[config.mk]
export PLATFORM = sky130hd
export DESIGN_NAME = dgp_top
export DESIGN_NICKNAME = d
export VERILOG_FILES = /design/src/pkg/dgp_pkg.sv /design/src/design/dgp_top.sv
export SDC_FILE = /design/constraint.sdc
export NUM_CORES = 1
export LEC_CHECK = 0
export BUFFER_PORTS_ARGS = -buffer_cell sky130_fd_sc_hd__buf_2
export CORE_MARGIN = 2
export CORE_UTILIZATION = 25
export CTS_BUF_LIST = sky130_fd_sc_hd__clkbuf_8 sky130_fd_sc_hd__clkbuf_16
export DETAILED_ROUTE_END_ITERATION = 7
export PLACE_DENSITY = 0.51
export REMOVE_ABC_BUFFERS = 1
export SLEW_MARGIN = 20
export SYNTH_ARGS = -nofsm -noshare
export SYNTH_HDL_FRONTEND = slang
export SYNTH_SLANG_ARGS = --single-unit
[constraint.sdc]
create_clock -name mclk_i -period 5.51 [get_ports mclk_i]
set_input_delay 1.102 -clock mclk_i [delete_from_list [all_inputs] [get_ports mclk_i]]
set_output_delay 1.102 -clock mclk_i [all_outputs]
set_load 0.02 [all_outputs]
[src/pkg/dgp_pkg.sv]
// Register map, field layout and state types of the dual GPIO port block.
// Function
// - Port A output-capable data latch bits are read/write; reset leaves them unchanged.
// - Port A data bit 2 is read-only and returns the live pin level.
// - Direction bit 1 enables the pin output driver; 0 disables it.
// - Reset clears all six port A direction bits; pins start as inputs.
// - Data latches of both ports accept writes whatever the direction bit.
// - A write to an input pin's latch stores only; pin readback is unaffected.
// - A pullup is switched off whenever its pin's direction selects output.
// - Port A pullup enable 1 connects pullup on inputs; 0 keeps it off.
// - Internal or RC option with clock-out enable drives quad bus clock on bit 4.
// - The clock-out enable has no effect under crystal or external clock option.
// - Port A bit 2 never drives an output, even with direction set.
// - Each port A pin also feeds the keypad interrupt, gated by outside enables; the code holds bit 4 off while it drives the clock-out.
// - All eight port B latch bits are read/write; reset leaves them unchanged.
// - Reset clears all eight port B direction bits; pins start as inputs.
// - Port B pullup enable 1 connects pullup on inputs; 0 keeps it off.
// - With the external interrupt function enabled, port A data bit 2 reads 0.
package dgp_pkg;

	// ------------------------------------------------------------------
	// Register indices; the byte address is four times the index.
	// ------------------------------------------------------------------
	localparam int ADDR_W = 8;
	localparam logic [3:0] IDX_PA = 4'h0;
	localparam logic [3:0] IDX_PB = 4'h1;
	localparam logic [3:0] IDX_DIR_A = 4'h2;
	localparam logic [3:0] IDX_DIR_B = 4'h3;
	localparam logic [3:0] IDX_PUE_A = 4'h4;
	localparam logic [3:0] IDX_PUE_B = 4'h5;
	localparam logic [3:0] IDX_CFG = 4'h6;

	// ------------------------------------------------------------------
	// Fields, masks and reset values.
	// ------------------------------------------------------------------
	localparam logic [5:0] PA_DATA_MASK = 6'h3B;
	localparam int PA_IN_ONLY_BIT = 2;
	localparam int PA_SHARED_BIT = 4;
	localparam int OSC_EN_BIT = 7;
	localparam int CFG_IRQ_BIT = 2;
	localparam logic [1:0] OSC_INT = 2'h0;
	localparam logic [1:0] OSC_EXT = 2'h1;
	localparam logic [1:0] OSC_RC = 2'h2;
	localparam logic [1:0] OSC_XTAL = 2'h3;
	localparam logic [5:0] DIR_A_RST = 6'h00;
	localparam logic [7:0] DIR_B_RST = 8'h00;
	localparam logic [5:0] PUE_A_RST = 6'h00;
	localparam logic [7:0] PUE_B_RST = 8'h00;
	localparam logic [1:0] CFG_OSC_RST = 2'h0;
	localparam logic [1:0] RESP_OKAY = 2'h0;
	localparam logic [1:0] RESP_SLVERR = 2'h2;

	// ------------------------------------------------------------------
	// State types.
	// ------------------------------------------------------------------
	typedef struct packed {
		logic [5:0] dir_a;
		logic [7:0] dir_b;
		logic [5:0] pue_a;
		logic osc_en;
		logic [7:0] pue_b;
		logic [1:0] cfg_osc;
		logic cfg_irq;
		logic [5:0] sa1;
		logic [5:0] sa2;
		logic [7:0] sb1;
		logic [7:0] sb2;
		logic qc1;
		logic qc2;
		logic aw_held;
		logic [ADDR_W-1:0] awaddr;
		logic w_held;
		logic [7:0] wdata;
		logic wstrb0;
		logic awready;
		logic wready;
		logic bvalid;
		logic [1:0] bresp;
		logic arready;
		logic rvalid;
		logic [7:0] rdata;
		logic [1:0] rresp;
		logic [5:0] pa_out;
		logic [5:0] pa_oe;
		logic [5:0] pa_pu;
		logic [7:0] pb_out;
		logic [7:0] pb_oe;
		logic [7:0] pb_pu;
		logic [5:0] keypad_interrupt;
	} dgp_ctl_s;

	typedef struct packed {
		logic [5:0] lat_a;
		logic [7:0] lat_b;
	} dgp_lat_s;

endpackage : dgp_pkg

[src/design/dgp_top.sv]
// Dual GPIO port with an AXI4-Lite register slave.
`timescale 1ns/100ps
module dgp_top (
	input wire logic mclk_i,
	input wire logic rst_b_i,
	input wire logic s_axi_awvalid_i,
	output logic s_axi_awready_o,
	input wire logic [dgp_pkg::ADDR_W-1:0] s_axi_awaddr_i,
	input wire logic [2:0] s_axi_awprot_i,
	input wire logic s_axi_wvalid_i,
	output logic s_axi_wready_o,
	input wire logic [31:0] s_axi_wdata_i,
	input wire logic [3:0] s_axi_wstrb_i,
	output logic s_axi_bvalid_o,
	input wire logic s_axi_bready_i,
	output logic [1:0] s_axi_bresp_o,
	input wire logic s_axi_arvalid_i,
	output logic s_axi_arready_o,
	input wire logic [dgp_pkg::ADDR_W-1:0] s_axi_araddr_i,
	input wire logic [2:0] s_axi_arprot_i,
	output logic s_axi_rvalid_o,
	input wire logic s_axi_rready_i,
	output logic [31:0] s_axi_rdata_o,
	output logic [1:0] s_axi_rresp_o,
	input wire logic [5:0] pa_in_i,
	output logic [5:0] pa_out_o,
	output logic [5:0] pa_oe_o,
	output logic [5:0] pa_pullup_o,
	input wire logic [7:0] pb_in_i,
	output logic [7:0] pb_out_o,
	output logic [7:0] pb_oe_o,
	output logic [7:0] pb_pullup_o,
	input wire logic quad_bus_clock_i,
	input wire logic [5:0] keypad_irq_enables_i,
	output logic [5:0] keypad_interrupt_o
);
	import dgp_pkg::*;

	// ------------------------------------------------------------------
	// Reset release and state.
	// ------------------------------------------------------------------
	logic rst_meta;
	logic rst_q;
	dgp_ctl_s q;
	dgp_ctl_s next_q;
	dgp_lat_s l;
	dgp_lat_s next_l;
	logic wr_go;
	logic osc_drive;
	logic [5:0] pa_rd;
	logic [7:0] pb_rd;

	function automatic logic reg_hit(input logic [ADDR_W-1:0] a);
		reg_hit = (a[1:0] == 2'h0) && (a[ADDR_W-1:6] == '0) && (a[5:2] <= IDX_CFG);
	endfunction : reg_hit

	always_ff @(posedge mclk_i or negedge rst_b_i) begin
		if (!rst_b_i) begin
			rst_meta <= 1'b0;
			rst_q <= 1'b0;
		end else begin
			rst_meta <= 1'b1;
			rst_q <= rst_meta;
		end
	end

	// ------------------------------------------------------------------
	// Next-state logic.
	// ------------------------------------------------------------------
	always_comb begin
		next_q = q;
		next_l = l;
		wr_go = q.aw_held && q.w_held && !q.bvalid;
		// Pins pass two flip-flops before any logic reads them.
		next_q.sa1 = pa_in_i;
		next_q.sa2 = q.sa1;
		next_q.sb1 = pb_in_i;
		next_q.sb2 = q.sb1;
		next_q.qc1 = quad_bus_clock_i;
		next_q.qc2 = q.qc1;
		// Readback mixes latch and pin per direction bit.
		pa_rd = (l.lat_a & q.dir_a & PA_DATA_MASK) | (q.sa2 & ~q.dir_a & PA_DATA_MASK);
		pa_rd[PA_IN_ONLY_BIT] = q.cfg_irq ? 1'b0 : q.sa2[PA_IN_ONLY_BIT];
		pb_rd = (l.lat_b & q.dir_b) | (q.sb2 & ~q.dir_b);

		// Write path: address and data are taken in either order.
		if (s_axi_awvalid_i && q.awready) begin
			next_q.aw_held = 1'b1;
			next_q.awaddr = s_axi_awaddr_i;
			next_q.awready = 1'b0;
		end
		if (s_axi_wvalid_i && q.wready) begin
			next_q.w_held = 1'b1;
			next_q.wdata = s_axi_wdata_i[7:0];
			next_q.wstrb0 = s_axi_wstrb_i[0];
			next_q.wready = 1'b0;
		end
		if (wr_go) begin
			next_q.aw_held = 1'b0;
			next_q.w_held = 1'b0;
			next_q.bvalid = 1'b1;
			next_q.bresp = reg_hit(q.awaddr) ? RESP_OKAY : RESP_SLVERR;
			if (reg_hit(q.awaddr) && q.wstrb0) begin
				case (q.awaddr[5:2])
					IDX_PA: next_l.lat_a = q.wdata[5:0] & PA_DATA_MASK;
					IDX_PB: next_l.lat_b = q.wdata;
					IDX_DIR_A: next_q.dir_a = q.wdata[5:0];
					IDX_DIR_B: next_q.dir_b = q.wdata;
					IDX_PUE_A: begin
						next_q.pue_a = q.wdata[5:0];
						next_q.osc_en = q.wdata[OSC_EN_BIT];
					end
					IDX_PUE_B: next_q.pue_b = q.wdata;
					IDX_CFG: begin
						next_q.cfg_osc = q.wdata[1:0];
						next_q.cfg_irq = q.wdata[CFG_IRQ_BIT];
					end
					default: begin
					end
				endcase
			end
		end
		if (q.bvalid && s_axi_bready_i) begin
			next_q.bvalid = 1'b0;
			next_q.awready = 1'b1;
			next_q.wready = 1'b1;
		end

		// Read path: one read outstanding, answered on the next edge.
		if (s_axi_arvalid_i && q.arready) begin
			next_q.arready = 1'b0;
			next_q.rvalid = 1'b1;
			next_q.rresp = reg_hit(s_axi_araddr_i) ? RESP_OKAY : RESP_SLVERR;
			case (reg_hit(s_axi_araddr_i) ? s_axi_araddr_i[5:2] : 4'hF)
				IDX_PA: next_q.rdata = {2'h0, pa_rd};
				IDX_PB: next_q.rdata = pb_rd;
				IDX_DIR_A: next_q.rdata = {2'h0, q.dir_a};
				IDX_DIR_B: next_q.rdata = q.dir_b;
				IDX_PUE_A: next_q.rdata = {q.osc_en, 1'b0, q.pue_a};
				IDX_PUE_B: next_q.rdata = q.pue_b;
				IDX_CFG: next_q.rdata = {5'h00, q.cfg_irq, q.cfg_osc};
				default: next_q.rdata = 8'h00;
			endcase
		end
		if (q.rvalid && s_axi_rready_i) begin
			next_q.rvalid = 1'b0;
			next_q.arready = 1'b1;
		end

		// Pin drivers follow the registers of the same edge.
		// Driven data is masked by the enable, so an undriven pin outputs 0 even with a never-written latch.
		osc_drive = next_q.osc_en && (next_q.cfg_osc == OSC_INT || next_q.cfg_osc == OSC_RC);
		next_q.pa_oe = next_q.dir_a & PA_DATA_MASK;
		next_q.pa_out = next_l.lat_a & next_q.pa_oe;
		next_q.pa_pu = next_q.pue_a & ~next_q.dir_a;
		next_q.keypad_interrupt = q.sa2 & keypad_irq_enables_i;
		if (osc_drive) begin
			next_q.pa_oe[PA_SHARED_BIT] = 1'b1;
			next_q.pa_out[PA_SHARED_BIT] = q.qc2;
			next_q.pa_pu[PA_SHARED_BIT] = 1'b0;
			next_q.keypad_interrupt[PA_SHARED_BIT] = 1'b0;
		end
		next_q.pb_oe = next_q.dir_b;
		next_q.pb_out = next_l.lat_b & next_q.pb_oe;
		next_q.pb_pu = next_q.pue_b & ~next_q.dir_b;
	end

	// ------------------------------------------------------------------
	// Registers.
	// ------------------------------------------------------------------
	always_ff @(posedge mclk_i or negedge rst_q) begin
		if (!rst_q) begin
			q <= '0;
			q.dir_a <= DIR_A_RST;
			q.dir_b <= DIR_B_RST;
			q.pue_a <= PUE_A_RST;
			q.pue_b <= PUE_B_RST;
			q.cfg_osc <= CFG_OSC_RST;
			q.awready <= 1'b1;
			q.wready <= 1'b1;
			q.arready <= 1'b1;
		end else begin
			q <= next_q;
		end
	end

	// Latches have no reset so their contents survive one.
	always_ff @(posedge mclk_i) begin
		l <= next_l;
	end

	// ------------------------------------------------------------------
	// Outputs.
	// ------------------------------------------------------------------
	assign s_axi_awready_o = q.awready;
	assign s_axi_wready_o = q.wready;
	assign s_axi_bvalid_o = q.bvalid;
	assign s_axi_bresp_o = q.bresp;
	assign s_axi_arready_o = q.arready;
	assign s_axi_rvalid_o = q.rvalid;
	assign s_axi_rdata_o = {24'h000000, q.rdata};
	assign s_axi_rresp_o = q.rresp;
	assign pa_out_o = q.pa_out;
	assign pa_oe_o = q.pa_oe;
	assign pa_pullup_o = q.pa_pu;
	assign pb_out_o = q.pb_out;
	assign pb_oe_o = q.pb_oe;
	assign pb_pullup_o = q.pb_pu;
	assign keypad_interrupt_o = q.keypad_interrupt;
endmodule : dgp_top

==> key figures <==
Setup path
  – CP startpoint kind: register
  – Worst-path fanout max: 16
  – Register-to-Register Path Depth: 5
  – Crit path required time: 5.83 ns
  – Kind of end point of the critical path: register
  – CP arrival: 3.25 ns
  – Critical path type: register to register

Global routing
  – First-pass GRT wire length: 23000 um
  – GRT overflow: 0
  – Grt met2 use: 18.3%
  – Vias in the first global route: 3866
  – Global Route Usage Sum: 11.9%
  – Largest net degree at the start of global routing: 49
  – Layer carrying the most global-route usage: met2
  – Initial antenna violation count: 0
  – Grt met3 use: 3.88%
  – Grt met1 use: 16.1%

Synth
  – Fraction of registers with async set/reset: 91.0%
  – Top-area cell type share of the netlist area: 52.0%
  – Synthesized area: 6210 um^2
  – Netlist cell types: 47
  – Post-synth EDFFs: 0
  – Top cells by area, synth: dfrtp_1 52%, mux2_2 11%, buf_4 10%, dfxtp_1 4.2%, nor2b_1 2.1%
  – Cells after Synth: 522
  – Post-synthesis register bit count: 145
  – Total number of yosys warnings: 0
  – Sequential element share of the synthesized area: 57.4%
  – Synthesized area per cell: 11.9 um^2
  – Top FF cell, synth: dfrtp_1
  – Synth area leader: dfrtp_1

Routing
  – First drt pass iteration count: 4
  – Antenna viol nets, final: 0
  – WL/cell: 16.3 um
  – Post-Route WL: 15000 um
  – Vias/cell: 4.13
  – Total number of vias: 3792
  – Drt drc: 0
  – DRT iter0 DRCs: 197

Timing
  – Worst slew margin: 39.9%
  – Max Clock Skew: 0.0106 ns
  – Final Hold Violating Endpoints: 0
  – Worst-Margin Slew: 0.896 ns
  – FMAX: 341 MHz
  – Slew Viols, Final: 0
  – Endpoints failing setup: 0
  – RSZ-0062 raised after global routing: no
  – Final Critical Period: 2.93 ns
  – Setup TNS Final: 0 ns
  – Final worst-path cycle share: 53.2%

Floorplanning
  – Initial Utilization: 25.5%
  – Core Area: 24400 um^2
  – I/O pin cnt: 175
  – Die width: 162 um
  – Die area: 26100 um^2
  – Die Height: 162 um
  – # rows: 57

Clocking
  – Skew-Pair Late Insertion Delay: 0.42 ns
  – Htree depth: 4
  – CTS tree: done
  – Hold Buf Count CTS: 0
  – CTS-repair resized insts: 0
  – Post-CTS setup buffers: 0
  – Clock Sink Count: 145
  – Clock Tree Root: clkbuf_16
  – Total CTS buffers: 17
  – CTS clock-pin slew for the worst setup and hold paths: 0.06 ns
  – Clk buf depth: 2

Placement
  – Final HPWL DP: 10400 um
  – IO buf count: 113
  – Gp weighted congestion: 0.740

Layout
  – Most frequent cells in the layout: 128 x dfrtp_1, 113 x buf_2, 58 x mux2_2
  – Fraction of layout cells with a size suffix above 1: 36.5%
  – Fin util: 29.5%
  – # diodes: 0
  – Fill cells: 2525
  – Commonest non-fill, non-tap cell in the layout: dfrtp_1
  – Nets@finish: 667
  – Area Growth Syn to Fin: 15.7%

Power
  – Maximum VDD drop: 148 uV
  – Pwr/cell area: 410 nW/um^2
  – Total chip power: 0.00295 W
  – Leakage: 3.53 nW

Status
  – Outcome: completed

Hold path
  – Hold Path Class: register to async pin

Job
  – Maxcap violations: 0
==> stage by stage <==
stage	setup WS (ns)	area (um^2)	std cells	hold slack, ns
2_1_floorplan	1.57	5610	447	0.331
3_3_place_gp	2.48	6600	886	0.331
3_5_place_dp	2.50	6600	886	0.336
4_1_cts	2.61	7190	918	0.350
5_1_grt	2.45	7190	918	0.357
6_report	2.58	7190	918	0.344
==> metal layers <==
| metal | vias to the layer above | share of wire [%] |
|---|---|---|
| met2 | 127 | 45 |
| met4 | 0 | 0.88 |
| met3 | 11 | 6.6 |
| met1 | 1844 | 47 |
| li1 | 1810 | - |
| met5 | - | 0 |
==> sequential cells by signal, indices dropped and copies added (netlist names), 2 cells and up <==
signal,count
keypad_interrupt_o,6
q,57
pa_oe_o,2
pb_out_o,8
next_q,15
pa_pullup_o,6
pb_pullup_o,8
pa_out_o,5
l,13
pb_oe_o,8
s_axi_rdata_o,8
==> synth_stat cells (3+ instances only) <==
master / n
and2_1: 7
nor3_1: 5
a21oi_1: 13
mux2_2: 58
nand3_1: 6
o22ai_1: 11
a211oi_1: 4
dfrtp_1: 129
nor2_1: 31
nand2_1: 30
dfxtp_1: 13
clkbuf_1: 15
and3_1: 3
buf_4: 86
o21ai_0: 19
nor2b_1: 21
o211ai_1: 9
mux2i_1: 6
dfstp_2: 3
inv_1: 8
nand4_1: 3
a22oi_1: 7
==> kinds of logic after synthesis <==
logic type	Yosys count	synth area share [%]
compound gates	79	8.38
mux	65	11.7
simple gates	120	10.4
buf+inv	111	11.9
other cells	2	0.121
flops	145	57.4
==> final timing paths <==
path	start	to	slack, ns
worst max-delay path	q[75]	pb_pullup_o[1]	2.58
worst min-delay path	rst_q	next_q[93]	0.34
worst max register to register	q[75]	pb_pullup_o[1]	2.58
worst min register to register	rst_q	next_q[93]	0.34
max in group asynchronous	rst_q	q[129]	4.15
min in group mclk_i	next_q[86]	q[86]	0.35
==> cell type report <==
cell class              instances  area (um^2)  area share, %
flip-flops and latches        145         3570           49.7
multi-input cells             293         2000           27.9
repair buffers                115          581           8.08
clock buffers                  19          453           6.30
well taps                     324          405           5.64
clock inverters                13          139           1.93
inverters                       9         33.8          0.470
==> critical path, stage by stage, from the launching register on <==
cell	delay (ns)
dfrtp_1	0.40
or4_4	0.59
nor3_1	0.40
and3_1	0.82
mux2_2	0.43
nor2b_1	0.20
==> report_power, final <==
group	internal, W	switching (W)
Clock	0.000689	0.000459
Sequential	0.00122	0.000183
Combinational	0.000181	0.000221
No activity file was read; power rests on OpenSTA's default activity.
